[src/verilog/wesp_pkg.sv]
// Package of shared constants for the write-enable and sector-protect command logic
package wesp_pkg;
    localparam logic [7:0]  OP_WRITE_ENABLE  = 8'h06;
    localparam logic [7:0]  OP_WRITE_DISABLE = 8'h04;
    localparam logic [7:0]  OP_PROTECT       = 8'h36;
    localparam logic [7:0]  OP_UNPROTECT     = 8'h39;
    localparam logic [7:0]  OP_SEQ_PROGRAM   = 8'hAF;
    localparam logic [7:0]  OP_ERASE_4K      = 8'h20;
    localparam logic [7:0]  OP_ERASE_32K     = 8'h52;
    localparam logic [7:0]  OP_ERASE_64K     = 8'hD8;
    localparam logic [7:0]  OP_CHIP_ERASE_A  = 8'h60;
    localparam logic [7:0]  OP_CHIP_ERASE_B  = 8'hC7;
    localparam int          NUM_SECTORS      = 11;
    localparam int          STATUS_LOCK_BIT  = 7;
    localparam logic [5:0]  OPCODE_BITS      = 6'h08;
    localparam logic [5:0]  FRAME_BITS       = 6'h20;
    localparam logic [10:0] SECTOR_PROT_RST  = 11'h7FF;
    localparam logic [11:0] ADDR_CMD         = 12'h000;
    localparam logic [11:0] ADDR_ADDRESS     = 12'h004;
    localparam logic [11:0] ADDR_STATUS      = 12'h008;
    localparam int          CMD_OP_LSB       = 0;
    localparam int          CMD_NBITS_LSB    = 8;
    localparam int          STATUS_BUSY_BIT  = 0;
    localparam int          SCK_HALF_CYCLES  = 4;
    typedef enum logic [1:0]
    {
        HS_IDLE  = 2'b00,
        HS_SHIFT = 2'b01,
        HS_DONE  = 2'b10
    } wesp_host_state_t;
endpackage

[src/verilog/wesp_link_if.sv]
// Serial link between the host controller and the device command logic
`timescale 1ns/1ps
interface wesp_link_if;
    logic csN;
    logic sck;
    logic mosi;
    modport host (output csN, output sck, output mosi);
    modport dev  (input csN, input sck, input mosi);
endinterface

[src/verilog/wesp_device.sv]
// Device end: write-enable latch and per-sector protection command logic
`timescale 1ns/1ps
module wesp_device
#(
    parameter int NSECT = wesp_pkg::NUM_SECTORS
)
(
    input  wire logic           core_clk,
    input  wire logic           sys_rst,
    wesp_link_if.dev            link,
    input  wire logic [7:0]     statusIn,
    input  wire logic           seqEnter,
    output logic                writeLatchFlag,
    output logic                seqProgMode,
    output logic [NSECT-1:0]    sectorProt,
    output logic                writeCmdGo,
    output logic [7:0]          writeCmdOp,
    output logic [23:0]         writeCmdAddr
);
    // ******************************************************
    // Link synchronisers
    // ******************************************************
    logic csS;
    logic csRise;
    logic csFall;
    logic sckRise;
    logic mosiS;

    wesp_sync
    #(
        .RST_VAL (1'b1)
    )
    u_cs
    (
        .core_clk (core_clk),
        .sys_rst  (sys_rst),
        .din      (link.csN),
        .dout     (csS),
        .rise     (csRise),
        .fall     (csFall)
    );
    wesp_sync
    #(
        .RST_VAL (1'b0)
    )
    u_sck
    (
        .core_clk (core_clk),
        .sys_rst  (sys_rst),
        .din      (link.sck),
        .dout     (),
        .rise     (sckRise),
        .fall     ()
    );
    wesp_sync
    #(
        .RST_VAL (1'b0)
    )
    u_mosi
    (
        .core_clk (core_clk),
        .sys_rst  (sys_rst),
        .din      (link.mosi),
        .dout     (mosiS),
        .rise     (),
        .fall     ()
    );

    // ******************************************************
    // Serial shift and bit count
    // ******************************************************
    logic [31:0] shiftReg;
    logic [5:0]  bitCnt;
    logic [23:0] addrReg;
    logic        protLocked;

    assign protLocked = statusIn[wesp_pkg::STATUS_LOCK_BIT];

    always_ff @(posedge core_clk or posedge sys_rst)
    begin
        if (sys_rst)
        begin
            shiftReg <= 32'h0000_0000;
            bitCnt   <= 6'h00;
        end
        else if (csFall)
        begin
            shiftReg <= 32'h0000_0000;
            bitCnt   <= 6'h00;
        end
        else if (!csS && sckRise && bitCnt != wesp_pkg::FRAME_BITS)
        begin
            shiftReg <= {shiftReg[30:0], mosiS};
            bitCnt   <= bitCnt + 6'h01;
        end
    end

    assign addrReg = shiftReg[23:0];

    // ******************************************************
    // Sector decode of the address
    // ******************************************************
    function automatic logic [3:0] sectorOf(input logic [23:0] a);
        if (a[18:16] != 3'h7)
            sectorOf = {1'b0, a[18:16]};
        else if (!a[15])
            sectorOf = 4'h7;
        else if (a[14])
            sectorOf = 4'hA;
        else if (!a[13])
            sectorOf = 4'h8;
        else
            sectorOf = 4'h9;
    endfunction

    // ******************************************************
    // Command decode at deselect
    // ******************************************************
    logic [7:0] frameOp;
    logic       opDone;
    logic       addrDone;
    logic       isProtCmd;
    logic       isWriteClass;

    // Opcode byte is the top byte once the frame is full, else the oldest eight
    always_comb
    begin
        frameOp = 8'h00;
        if (bitCnt >= wesp_pkg::FRAME_BITS)
            frameOp = shiftReg[31:24];
        else if (bitCnt >= wesp_pkg::OPCODE_BITS)
            frameOp = 8'((shiftReg >> (bitCnt - wesp_pkg::OPCODE_BITS)) & 32'h0000_00FF);
    end

    assign opDone    = bitCnt >= wesp_pkg::OPCODE_BITS;
    assign addrDone  = bitCnt == wesp_pkg::FRAME_BITS;
    assign isProtCmd = frameOp == wesp_pkg::OP_PROTECT || frameOp == wesp_pkg::OP_UNPROTECT;
    assign isWriteClass = frameOp == wesp_pkg::OP_SEQ_PROGRAM
                       || frameOp == wesp_pkg::OP_ERASE_4K
                       || frameOp == wesp_pkg::OP_ERASE_32K
                       || frameOp == wesp_pkg::OP_ERASE_64K
                       || frameOp == wesp_pkg::OP_CHIP_ERASE_A
                       || frameOp == wesp_pkg::OP_CHIP_ERASE_B;

    // ******************************************************
    // Write-enable latch
    // ******************************************************
    always_ff @(posedge core_clk or posedge sys_rst)
    begin
        if (sys_rst)
            writeLatchFlag <= 1'b0;
        else if (csRise && opDone)
        begin
            if (frameOp == wesp_pkg::OP_WRITE_ENABLE)
                writeLatchFlag <= 1'b1;
            else if (frameOp == wesp_pkg::OP_WRITE_DISABLE)
                writeLatchFlag <= 1'b0;
            else if (isProtCmd)
                writeLatchFlag <= 1'b0;
        end
    end

    // ******************************************************
    // Sequential programming mode
    // ******************************************************
    always_ff @(posedge core_clk or posedge sys_rst)
    begin
        if (sys_rst)
            seqProgMode <= 1'b0;
        else if (csRise && opDone && frameOp == wesp_pkg::OP_WRITE_DISABLE)
            seqProgMode <= 1'b0;
        else if (seqEnter && writeLatchFlag)
            seqProgMode <= 1'b1;
    end

    // ******************************************************
    // Sector protection bits
    // ******************************************************
    logic [3:0] tgtSector;
    assign tgtSector = sectorOf(addrReg);

    always_ff @(posedge core_clk or posedge sys_rst)
    begin
        if (sys_rst)
            sectorProt <= NSECT'(wesp_pkg::SECTOR_PROT_RST);
        else if (csRise && addrDone && isProtCmd && writeLatchFlag && !protLocked
                 && int'(tgtSector) < NSECT)
            sectorProt[tgtSector] <= (frameOp == wesp_pkg::OP_PROTECT);
    end

    // ******************************************************
    // Accepted write-class command strobe
    // ******************************************************
    always_ff @(posedge core_clk or posedge sys_rst)
    begin
        if (sys_rst)
        begin
            writeCmdGo   <= 1'b0;
            writeCmdOp   <= 8'h00;
            writeCmdAddr <= 24'h00_0000;
        end
        else
        begin
            writeCmdGo <= csRise && opDone && isWriteClass && writeLatchFlag;
            if (csRise && opDone)
            begin
                writeCmdOp   <= frameOp;
                writeCmdAddr <= addrReg;
            end
        end
    end
endmodule // wesp_device

[src/verilog/wesp_sync.sv]
// Two-stage synchroniser with edge outputs taken after the second stage
`timescale 1ns/1ps
module wesp_sync
#(
    parameter logic RST_VAL = 1'b1
)
(
    input  wire logic core_clk,
    input  wire logic sys_rst,
    input  wire logic din,
    output logic      dout,
    output logic      rise,
    output logic      fall
);
    logic meta;
    logic prev;
    always_ff @(posedge core_clk or posedge sys_rst)
    begin
        if (sys_rst)
        begin
            meta <= RST_VAL;
            dout <= RST_VAL;
            prev <= RST_VAL;
        end
        else
        begin
            meta <= din;
            dout <= meta;
            prev <= dout;
        end
    end
    assign rise = dout & ~prev;
    assign fall = ~dout & prev;
endmodule // wesp_sync
[src/flat_wrapper.sv]
// flat-port wrapper written by rule: the top's interface ports become plain ports
module wesp_device_flat 
#(
    parameter int NSECT = wesp_pkg::NUM_SECTORS
)
  (core_clk, sys_rst, statusIn, seqEnter, writeLatchFlag, seqProgMode, sectorProt, writeCmdGo, writeCmdOp, writeCmdAddr, link_csN, link_sck, link_mosi);
  wesp_link_if link_i ();
  input  wire logic core_clk;
  input  wire logic sys_rst;
  input  wire logic [7:0] statusIn;
  input  wire logic seqEnter;
  output logic writeLatchFlag;
  output logic seqProgMode;
  output logic [NSECT-1:0] sectorProt;
  output logic writeCmdGo;
  output logic [7:0] writeCmdOp;
  output logic [23:0] writeCmdAddr;
  input wire logic [$bits(link_i.csN)-1:0] link_csN;
  input wire logic [$bits(link_i.sck)-1:0] link_sck;
  input wire logic [$bits(link_i.mosi)-1:0] link_mosi;
  assign link_i.csN = link_csN;
  assign link_i.sck = link_sck;
  assign link_i.mosi = link_mosi;
  wesp_device #(.NSECT(NSECT)) u_core (.core_clk(core_clk), .sys_rst(sys_rst), .link(link_i), .statusIn(statusIn), .seqEnter(seqEnter), .writeLatchFlag(writeLatchFlag), .seqProgMode(seqProgMode), .sectorProt(sectorProt), .writeCmdGo(writeCmdGo), .writeCmdOp(writeCmdOp), .writeCmdAddr(writeCmdAddr));
endmodule
[config.mk]
export PLATFORM = sky130hd
export DESIGN_NAME = wesp_device_flat
export DESIGN_NICKNAME = d
export VERILOG_FILES = /design/src/verilog/wesp_pkg.sv /design/src/verilog/wesp_link_if.sv /design/src/verilog/wesp_device.sv /design/src/verilog/wesp_sync.sv /design/src/flat_wrapper.sv
export SDC_FILE = /design/constraint.sdc
export NUM_CORES = 1
export LEC_CHECK = 0
export ABC_AREA = 1
export BUFFER_PORTS_ARGS = -buffer_cell sky130_fd_sc_hd__buf_2
export CAP_MARGIN = 0
export CELL_PAD_IN_SITES_DETAIL_PLACEMENT = 1
export CELL_PAD_IN_SITES_GLOBAL_PLACEMENT = 1
export CORE_UTILIZATION = 46
export CTS_CLUSTER_SIZE = 20
export DETAILED_ROUTE_END_ITERATION = 7
export PLACE_DENSITY_LB_ADDON = 0.1
export SYNTH_ARGS = -nofsm -noshare
export SYNTH_HDL_FRONTEND = slang
export SYNTH_SLANG_ARGS = --single-unit
[constraint.sdc]
create_clock -name core_clk -period 7.3 [get_ports core_clk]
set_clock_uncertainty 0.1 [all_clocks]
set_input_delay 0.365 -clock core_clk [delete_from_list [all_inputs] [get_ports core_clk]]
set_output_delay 0.365 -clock core_clk [all_outputs]
set_load 0.03 [all_outputs]
# After elaboration in Yosys (flattened, before gate mapping)
# Index checks and enable logic that the tools add are counted.
# word_totals
out_inout_bits	46
inputBits	14
regBits	92
# op_classes
eq_ne	13
order_cmp	5
mux	18
add_sub_neg	2
shift	1
reduce_logical	25
n_bitwise	6
# op_table
operator	count
2-to-1 mux 32 bit	2
>> shifter 32 x 6 -> 8 bit	1
equality test 8 x 6 -> 1 bit, second input constant	3
equality test 8 bit, second input constant	3
equality test 8 x 3 -> 1 bit, second input constant	2
equality test 8 x 7 -> 1 bit, second input constant	2
2-to-1 mux 8 bit	2
logical AND 1 bit	13
2-to-1 mux 4 bit	3
2-to-1 mux 6 bit	2
bitwise mux 11 bit	1
2-to-1 mux 1 bit	7
adder 6 x 1 -> 6 bit, second input constant	1
equality test 6 bit, second input constant	1
>= comparator 6 x 4 -> 1 bit, second input constant	1
>= comparator 6 bit, second input constant	1
logical OR 1 bit	6
inequality test 6 bit, second input constant	1
subtractor 6 x 4 -> 6 bit, second input constant	1
less-than comparator 4 x 5 -> 1 bit, second input constant	1
demux 1 bit (select 4 bit)	1
>= comparator 4 x 1 -> 1 bit, second input constant	1
less-than comparator 4 bit, second input constant	1
nonzero test 2 bit	2
other kinds (6)	11

# Longest topological paths before layout
# Gate-level depths: netlist of run 1.
# logic_depth
ltp_word	12
mapped_depth	20
mapped_depth_nobuf	19

# Cells and area by module
# From an unflattened synthesis of run 1, not the netlist that was laid out.
# hier_totals
hier_cells	790
area_unflattened_um2	5534.1
# by_module_without_submodules
mod	area_per_inst_um2	seq_area_each_um2	instances	cells_each
wesp_device	5248.8	2115.8	1	766
wesp_sync (u_core.u_mosi ...)	93.8	75.1	2	8
wesp_sync (u_core.u_cs)	97.6	78.8	1	8

# Worst setup path after synthesis of run 1
# Ideal clock, no wire load.
# synth_timing
path_type	register to register
from	reg u_core.bitCnt[3]
to	reg u_core.writeLatchFlag
t_arrival_ps	2217
required_ps	7068
path_slack_ps	4851
path_stages_with_launch	17
path_buffers	3
cell_sequence	dfrtp_1 buf_4 inv_1 ha_1 clkbuf_1 nand2_1 nor2_1 nor2_1 nor2_2 nand2_2 nor2_4 nand3_2 nand2_2 buf_6 nand2_1 nand3_1 o21ai_1
# synth_via
elab_chain_cells	8
elab_cells_between_ends	16
classes_between	add/sub (1); order compare (2); eq/ne (4); shift (1); mux (4); reduce/logical (4)
# synth_rtl
item	line_no	rtl
start: declaration	wesp_device.sv:73	logic [5:0] bitCnt;
start signal: assignment	wesp_device.sv:94	bitCnt <= bitCnt + 6'h01;
subtractor 6 x 4 -> 6 bit	wesp_device.sv:132	frameOp = 8'((shiftReg >> (bitCnt - wesp_pkg::OPCODE_BITS)) & 32'h0000_00FF);
>> shifter 32 x 6 -> 8 bit	wesp_device.sv:132	
2-to-1 mux 8 bit	wesp_device.sv:131	else if (bitCnt >= wesp_pkg::OPCODE_BITS)
2-to-1 mux 8 bit	wesp_device.sv:129	if (bitCnt >= wesp_pkg::FRAME_BITS)
equality test 8 x 6 -> 1 bit	wesp_device.sv:137	assign isProtCmd = frameOp == wesp_pkg::OP_PROTECT || frameOp == wesp_pkg::OP_UNPROTECT;
logical OR 1 bit	wesp_device.sv:137	
nonzero test 3 bit (no line)	-	
AND reduction 2 bit (no line)	-	
end signal: assignment	wesp_device.sv:151	writeLatchFlag <= 1'b0;
end signal: assignment	wesp_device.sv:155	writeLatchFlag <= 1'b1;
end signal: assignment	wesp_device.sv:157	writeLatchFlag <= 1'b0;
end: declaration	wesp_device.sv:13	output logic writeLatchFlag,
# Several ways; a longest one is shown, not always the timed one.
# A chain may end at the register's enable or synchronous reset.

# Worst setup path after layout of run 1
# layout_timing
from	reg u_core.bitCnt[1]
to	reg u_core.sectorProt[5]
# layout_via
elab_chain_cells	10
elab_cells_between_ends	16
classes_between	add/sub (1); order compare (2); eq/ne (3); shift (1); mux (3); reduce/logical (6)
# layout_rtl
item	line_no	rtl
subtractor 6 x 4 -> 6 bit	wesp_device.sv:132	
>> shifter 32 x 6 -> 8 bit	wesp_device.sv:132	
2-to-1 mux 8 bit	wesp_device.sv:131	
2-to-1 mux 8 bit	wesp_device.sv:129	
equality test 8 x 6 -> 1 bit, on equally long branches	wesp_device.sv:137, wesp_device.sv:188	
logical OR 1 bit	wesp_device.sv:137	
logical AND 1 bit (3 in series)	wesp_device.sv:186	else if (csRise && addrDone && isProtCmd && writeLatchFlag && !protLocked
logical AND 1 bit	wesp_device.sv:187	&& int'(tgtSector) < NSECT)
end signal: assignment	wesp_device.sv:185	sectorProt <= NSECT'(wesp_pkg::SECTOR_PROT_RST);
end signal: indexed assignment	wesp_device.sv:188	sectorProt[tgtSector] <= (frameOp == wesp_pkg::OP_PROTECT);
end: declaration	wesp_device.sv:15	output logic [NSECT-1:0] sectorProt,
# Several ways; a longest one is shown, not always the timed one.

==> results of run 1 <==
==> registers in the layout (all words and copies together) (netlist names) <==
name                   cells
u_core.bitCnt              6
u_core.writeCmdOp          8
u_core.sectorProt         11
u_core.u_mosi.dout         1
u_core.writeCmdAddr       24
u_core.u_cs.meta           1
u_core.shiftReg           32
u_core.writeCmdGo          1
u_core.u_mosi.meta         1
u_core.u_sck.prev          1
u_core.u_sck.dout          1
u_core.u_cs.prev           1
u_core.u_sck.meta          1
u_core.u_cs.dout           1
u_core.seqProgMode         1
u_core.writeLatchFlag      1
==> per-stage QoR <==
stage | std cells | power [mW] | worst slack, ns | util
2_1_floorplan | 772 | 0.7007 | 4.466 | -
3_3_place_gp | 939 | 0.7295 | 3.286 | 0.5009
3_5_place_dp | 939 | 0.7364 | 3.135 | 0.5009
4_1_cts | 955 | 1.235 | 3.087 | 0.5289
5_1_grt | 955 | 1.274 | 2.648 | 0.5289
6_report | 955 | 1.226 | 3.054 | 0.5289
==> cell type report <==
cell class | instances | area [sq um] | share of cell area
multi-input cells | 536 | 2542 | 0.4174
flip-flops and latches | 92 | 2320 | 0.3809
inverters | 109 | 414.1 | 0.06800
repair buffers | 59 | 312.8 | 0.05136
clock buffers | 13 | 280.3 | 0.04601
well taps | 143 | 178.9 | 0.02938
clock inverters | 3 | 42.54 | 0.006984
==> cell usage in the layout, fill, tap and decap left out, types with 3 or more instances in the layout <==
cell / count
sky130_fd_sc_hd__a21oi_1: 7
sky130_fd_sc_hd__buf_2: 52
sky130_fd_sc_hd__dfstp_2: 14
sky130_fd_sc_hd__nor2_2: 12
sky130_fd_sc_hd__nor4_1: 3
sky130_fd_sc_hd__nand2_2: 7
sky130_fd_sc_hd__clkbuf_16: 9
sky130_fd_sc_hd__nor3_1: 6
sky130_fd_sc_hd__o21ai_0: 24
sky130_fd_sc_hd__nor2_1: 49
sky130_fd_sc_hd__clkbuf_8: 4
sky130_fd_sc_hd__nand3_1: 133
sky130_fd_sc_hd__inv_2: 6
sky130_fd_sc_hd__buf_4: 7
sky130_fd_sc_hd__dfrtp_1: 78
sky130_fd_sc_hd__nand4_1: 16
sky130_fd_sc_hd__o21ai_1: 3
sky130_fd_sc_hd__nor2_4: 3
sky130_fd_sc_hd__inv_1: 99
sky130_fd_sc_hd__ha_1: 5
sky130_fd_sc_hd__a22oi_1: 30
sky130_fd_sc_hd__nand2_1: 229
==> power by group through the flow <==
stage,clock (mW),sequential [mW],combinational [mW]
finish,0.498,0.532,0.196
CTS,0.507,0.531,0.197
global route,0.522,0.532,0.220
detailed placement,0,0.541,0.196
floorplan,0,0.531,0.170
global placement,0,0.540,0.189
==> cell families after synthesis <==
family                   Yosys count  share of synthesized area
adder cells (fa/ha/maj)            5                    0.01146
buffers and inverters            144                     0.1104
AND/OR/NAND/NOR                  463                     0.3751
AO/OA/AOI/OAI                     68                    0.07814
flip-flops                        92                     0.4248
==> worst paths after layout <==
| kind | startpoint | to | slack (ns) | cells after the start |
|---|---|---|---|---|
| max | u_core.bitCnt[1] | u_core.sectorProt[5] | 3.05 | 16 |
| min | link_csN | u_core.u_cs.meta | 0.005 | 1 |
| max reg2reg | u_core.bitCnt[1] | u_core.sectorProt[5] | 3.05 | 16 |
| min reg2reg | u_core.u_cs.meta | u_core.u_cs.dout | 0.25 | 0 |
| max in group asynchronous | sys_rst | u_core.u_cs.meta | 5.98 | 3 |
| min in group asynchronous | sys_rst | u_core.writeCmdAddr[8] | 0.03 | 2 |
==> metal layers <==
| metal | up-vias | global-route usage | routed length [um] |
|---|---|---|---|
| met3 | 30 | 0.03445 | 538 |
| met2 | 88 | 0.4541 | 7416 |
| met4 | 0 | 0.1324 | 439 |
| met5 | - | 0 | 0 |
| li1 | 2559 | - | - |
| met1 | 2504 | 0.3548 | 7138 |
==> results.cfg, run 1 <==
[synthesis]
synthDominantCellAreaShare = 0.3575
synth.top_cells.by_count = sky130_fd_sc_hd__nand2_1, sky130_fd_sc_hd__nand3_1, sky130_fd_sc_hd__inv_1
synthArstFlopShare = 1.000
yosysSeqAreaShare = 0.4248
postSynthAreaPerCell_sq_um = 7.073
synth.ff_latch_count = 92
synth.net_count = 791
synth.largest_area_cell = sky130_fd_sc_hd__dfrtp_1
synth_edf_count = 0
yosysMostFrequentCell = sky130_fd_sc_hd__nand2_1
ys.flop_type = sky130_fd_sc_hd__dfrtp_1
synth-warning-count = 0
yosys.cell_types.count = 31
syn_area_sq_um = 5460
syn_inst = 772
netlist_top_cells_area = sky130_fd_sc_hd__dfrtp_1, sky130_fd_sc_hd__nand2_1, sky130_fd_sc_hd__nand3_1, sky130_fd_sc_hd__inv_1, sky130_fd_sc_hd__dfstp_2

[floorplanning]
design.core.area_sq_um = 11520
fp.dieArea_sq_um = 12310
die_w_um = 111.0
initial_core_util = 0.4741
design.portCount = 60
die_h_um = 111.0
fp-row-count = 39

[clock_tree]
cts-resized-gates = 0
clock_latency_ns = 0.36
clk_pin_slew_worst_paths_ns = 0.06
cts.repair_timing.setup_buffer_count = 0
cts_hold_bufs = 0
clock-sinks = 92
cts-buffers-inserted = 9
cts-root-to-sink-buffers = 2
cts-root-buf = sky130_fd_sc_hd__clkbuf_16
cts_tree = yes
htree_depth = 3

[power]
pwr_density_cell_nw_per_um2 = 201.2
vdd_ir_drop_max_mv = 0.1424
seq_power_share = 0.434
switching_share = 0.2932
clkPwrFrac = 0.406
power.net_switching_mw = 0.3593
combPwrFrac = 0.160
p_leak_nw = 3.379
internal-power_mw = 0.8663

[setup_path]
cp_top_delay_family = simple AND/OR/NAND/NOR gates
required_time_at_the_endpoint_of_the_critical_path_ns = 7.50
critical_path.max_fanout = 34
timing.critical_path.mode_cell = sky130_fd_sc_hd__nand2_1
kind_of_start_point_of_the_critical_path = flip-flop
crit_slowest_cell = sky130_fd_sc_hd__dfrtp_1
cp_data_arrival_time_ns = 4.45
cp.buffers_inverters = 2
sequence_of_cells_on_the_critical_path = clkinv_2 > nor2_1 > nand2_1 > nand2_1 > nand2_1 > nand3_1 > nor2_1 > nor2_1 > nor2_1 > nor2_2 > nand3_2 > nand2_2 > nand4_1 > nand2_1 > nand2_1 > inv_1
timing.setup.critical_path_class = flip-flop to flip-flop
cp_slowest_stage_delay_ns = 1.06
category_of_the_worst_setup_path_capture_point = flip-flop

[placement]
place_area_sq_um = 5768
detailedPlacementHpwl_um = 11130
port_buffers = 52
place_congestion = 0.8773

[status]
violations_in_the_final_reports = DRC
status = finished with violations

[finish]
post-route-cell-area_sq_um = 6091
drive_gt1_frac = 0.1502
diodes = 0
nFillCells = 1534
area_growth_pct = 11.55
layout_nets = 826

[route]
drtPass1Iterations = 6
drtAntennaViolNets = 0
detail_route.iter0.violations = 268
routed_via_density = 5.425
drt_drc_violations_left = 10
via_count = 5181
detailed_route_wire_length_per_cell_um = 16.26
drt_wl_total_um = 15530

[sta]
maxSlewHeadroom = 0.2692
tns_ns = 0
finalMaxSlewViolations = 0
period_minus_slack_ns = 4.246
maxClockFrequency_mhz = 235.5
post-route-period-util = 0.5816
worst_slew_pin_slew_ns = 1.096
rsz0062_at_grt = false
finalHoldWorstSlack_ns = 0.005277
final_hold_viol_count = 0
setup_viol = 0

[run]
drv_cap = 0

[global_routing]
largest_net_degree_at_the_start_of_global_routing = 48
initial_antenna_violation_count = 0
grt_first_pass_wirelength_um = 26580
vias_in_the_first_global_route = 5323
globalRoute.totalOverflow = 0
global_route.usage.total = 0.2739

[min_path]
timing.hold.worst.class = input pin to flip-flop
Note: power is estimated with default switching activity, not from simulation.
==> run 2: changes to the inputs <==
Settings changed: ABC_AREA 1 to 0, CORE_UTILIZATION 46 to 47.
Clock period 7.3 ns to 4 ns, I/O delays scaled along.
==> run 2 against run 1 <==
Net effect:
- total power rose by 74%
- non-clock buffer count rose by 14
- clock power rose by 100%
- sequential power rose by 80%
- final area rose by 8.5%
- wire length rose by 6.0%
- the run ends with hold timing left
- cell count fell by 20%
- flip-flop and latch count did not move
- combinational power fell by 15%
- largest power group is now the clock network
==> results.cfg, run 2 <==
[status]
status = finished with violations
violations_in_the_final_reports = hold timing

[run]
drv_cap = 0

[setup_path]
setup.worst_path.start = u_core.bitCnt[0]
kind_of_start_point_of_the_critical_path = flip-flop
r2r-end = u_core.sectorProt[7]
cp_data_arrival_time_ns = 3.79
category_of_the_worst_setup_path_capture_point = flip-flop
cp_slowest_stage_delay_ns = 0.84
cp_top_delay_family = multiplexers
crit_slowest_cell = sky130_fd_sc_hd__dfrtp_1
timing.setup.critical_path_class = flip-flop to flip-flop
r2r-start = u_core.bitCnt[0]
critical_path.max_fanout = 15
sequence_of_cells_on_the_critical_path = buf_4 > mux4_2 > o22ai_1 > o31a_1 > o21ai_4 > nor3_2 > mux2i_4 > nor4_1 > mux2_1
setup.reg_to_reg.worst_slack_ns = 0.39
cp.buffers_inverters = 1
worstSetupEndpoint = u_core.sectorProt[7]
critical_path_depth = 9
ff2ff_path_depth = 9
required_time_at_the_endpoint_of_the_critical_path_ns = 4.19

[floorplanning]
fp-row-count = 40
design.portCount = 60
fp.dieArea_sq_um = 12950
design.core.area_sq_um = 12110
initial_core_util = 0.4849
die_w_um = 113.8
die_h_um = 113.8

[finish]
diodes = 0
post-route-cell-area_sq_um = 6608
layout_nets = 613
nFillCells = 1327
number_of_flip_flops_under_the_largest_register_name = 32
area_growth_pct = 12.51
drive_gt1_frac = 0.3155
regMostFlops = u_core.shiftReg
reg.largest.list = u_core.shiftReg (32), u_core.writeCmdAddr (24), u_core.sectorProt (11)
layout_commonest_cell = sky130_fd_sc_hd__nand2_1
most-common-layout-cells = sky130_fd_sc_hd__nand2_1, sky130_fd_sc_hd__dfrtp_1, sky130_fd_sc_hd__buf_2

[clock_tree]
clock-sinks = 92
htree_depth = 3
cts-root-buf = sky130_fd_sc_hd__clkbuf_16
cts.repair_timing.setup_buffer_count = 0
cts-buffers-inserted = 9
clock_latency_ns = 0.36
cts-root-to-sink-buffers = 2
clk_pin_slew_worst_paths_ns = 0.07
cts_tree = yes
cts-resized-gates = 0

[synthesis]
postSynthAreaPerCell_sq_um = 10.43
yosys.cell_types.count = 78
ys.flop_type = sky130_fd_sc_hd__dfrtp_1
synth.net_count = 582
yosysMostFrequentCell = sky130_fd_sc_hd__nand2_1
syn_inst = 563
netlist_top_cells_area = sky130_fd_sc_hd__dfrtp_1, sky130_fd_sc_hd__mux4_2, sky130_fd_sc_hd__mux2_2, sky130_fd_sc_hd__nand2_1, sky130_fd_sc_hd__dfstp_2
synth.ff_latch_count = 92
syn_area_sq_um = 5873
synthArstFlopShare = 1.000
synth.largest_area_cell = sky130_fd_sc_hd__dfrtp_1
synth.top_cells.by_count = sky130_fd_sc_hd__nand2_1, sky130_fd_sc_hd__dfrtp_1, sky130_fd_sc_hd__a21oi_1
synth_edf_count = 0
yosysSeqAreaShare = 0.3950
synthDominantCellAreaShare = 0.3323
synth-warning-count = 0

[power]
power.net_switching_mw = 0.5071
pwr_density_cell_nw_per_um2 = 322.2
p_leak_nw = 2.761
clkPwrFrac = 0.472
seq_power_share = 0.450
switching_share = 0.2382
vdd_ir_drop_max_mv = 0.3606
internal-power_mw = 1.622
combPwrFrac = 0.078

[placement]
port_buffers = 52
place_congestion = 0.8767
detailedPlacementHpwl_um = 11080
dp_slack_ns = 0.4196
place_area_sq_um = 6230

[sta]
finalHoldWorstSlack_ns = -0.02588
setup_viol = 0
maxSlewHeadroom = 0.2688
worst_slew_pin_slew_ns = 1.097
post-route-period-util = 0.9015
tns_ns = 0
maxClockFrequency_mhz = 277.3
final_hold_viol_count = 27
rsz0062_at_grt = false
finalMaxSlewViolations = 0
setup_ws_ns = 0.3939
period_minus_slack_ns = 3.606

[global_routing]
vias_in_the_first_global_route = 4801
global_route.usage.total = 0.2745
initial_antenna_violation_count = 0
grt_first_pass_wirelength_um = 26920
globalRoute.totalOverflow = 0
largest_net_degree_at_the_start_of_global_routing = 65

[route]
drt_drc_violations_left = 0
routed_via_density = 5.988
detail_route.iter0.violations = 241
drtPass1Iterations = 4
drt_wl_total_um = 16460
detailed_route_wire_length_per_cell_um = 21.46
drtAntennaViolNets = 0
via_count = 4593

[min_path]
timing.hold.worst.class = input pin to async pin
==> run 2: cell count changes after synthesis, sizes merged, moves of 11 or more <==
| cell | previous run | this run |
|---|---|---|
| mux2i | 0 | 26 |
| nand3 | 135 | 9 |
| o21ai | 27 | 12 |
| mux4 | 0 | 25 |
| nand2 | 236 | 104 |
| a21oi | 7 | 39 |
| inv | 107 | 12 |
| clkbuf | 15 | 26 |
| nor2 | 64 | 14 |
| mux2 | 0 | 44 |
| a22oi | 30 | 0 |
==> run 2: cell type report <==
| cell class | instances | area (sq um) | share of cell area |
|---|---|---|---|
| timing repair buffer | 73 | 462.9 | 0.07006 |
| multi-input combinational | 405 | 3216 | 0.4866 |
| tap | 168 | 210.2 | 0.03181 |
| sequential | 92 | 2321 | 0.3513 |
| clock buffer | 10 | 229.0 | 0.03465 |
| inverter | 13 | 50.05 | 0.007574 |
| clock inverter | 6 | 118.9 | 0.01799 |
==> run 2: power by group through the flow <==
stage / Combinational (mW) / Clock, mW / Sequential (mW)
after global routing: 0.186 / 1.06 / 0.959
after floorplan: 0.149 / 0 / 0.961
after global placement: 0.162 / 0 / 0.974
final: 0.166 / 1.00 / 0.958
after detailed placement: 0.167 / 0 / 0.975
after CTS: 0.170 / 1.03 / 0.957
==> run 2: what timing repair did <==
item	in CTS	in global routing
hold endpoints to repair	3	0
hold buffers	3	0
endpoints found under the setup margin	0	0
==> run 2: cells by family (layout without fill, tap and decap cells) <==
logic type / after synthesis / in the layout / synth area share
AND/OR/NAND/NOR: 198 / 198 / 0.1760
AO/OA/AOI/OAI: 103 / 103 / 0.1257
multiplexers: 95 / 95 / 0.2267
flip-flops: 92 / 92 / 0.3950
buffers and inverters: 66 / 102 / 0.06008
adder cells (fa/ha/maj): 5 / 5 / 0.01065
XOR/XNOR: 4 / 4 / 0.005964
==> run 2: worst reg2reg max path: stages (launching register included) <==
cell,delay (ns)
sky130_fd_sc_hd__dfrtp_1,0.84
sky130_fd_sc_hd__buf_4,0.29
sky130_fd_sc_hd__mux4_2,0.55
sky130_fd_sc_hd__o22ai_1,0.24
sky130_fd_sc_hd__o31a_1,0.22
sky130_fd_sc_hd__o21ai_4,0.12
sky130_fd_sc_hd__nor3_2,0.25
sky130_fd_sc_hd__mux2i_4,0.20
sky130_fd_sc_hd__nor4_1,0.37
sky130_fd_sc_hd__mux2_1,0.35
==> run 2: per-stage QoR <==
step | std cells | util | power (mW)
after global placement | 748 | 0.5144 | 1.136
final | 767 | 0.5456 | 2.129
after CTS | 767 | 0.5456 | 2.153
after global routing | 767 | 0.5456 | 2.204
after floorplan | 563 | - | 1.110
after detailed placement | 748 | 0.5144 | 1.142
==> run 2: routing by layer <==
metal	global-route usage	vias to the layer above	share of wire
li1	-	2103	-
met1	0.3665	2351	0.44
met2	0.4415	107	0.49
met3	0.06217	32	0.049
met4	0.09610	0	0.021
met5	0	-	0
==> run 2: worst min-delay path by stage <==
stage | slack [ns] | from | depth (start not counted) | to
2_1_floorplan | 0.10 | link_csN | 0 | u_core.u_cs.meta
3_3_place_gp | 0.21 | link_csN | 1 | u_core.u_cs.meta
3_5_place_dp | 0.21 | link_mosi | 1 | u_core.u_mosi.meta
4_1_cts | 0.01 | sys_rst | 2 | u_core.writeCmdAddr[18]
5_1_grt | 0.06 | seqEnter | 3 | u_core.seqProgMode
6_report | -0.03 | sys_rst | 2 | u_core.writeCmdAddr[18]
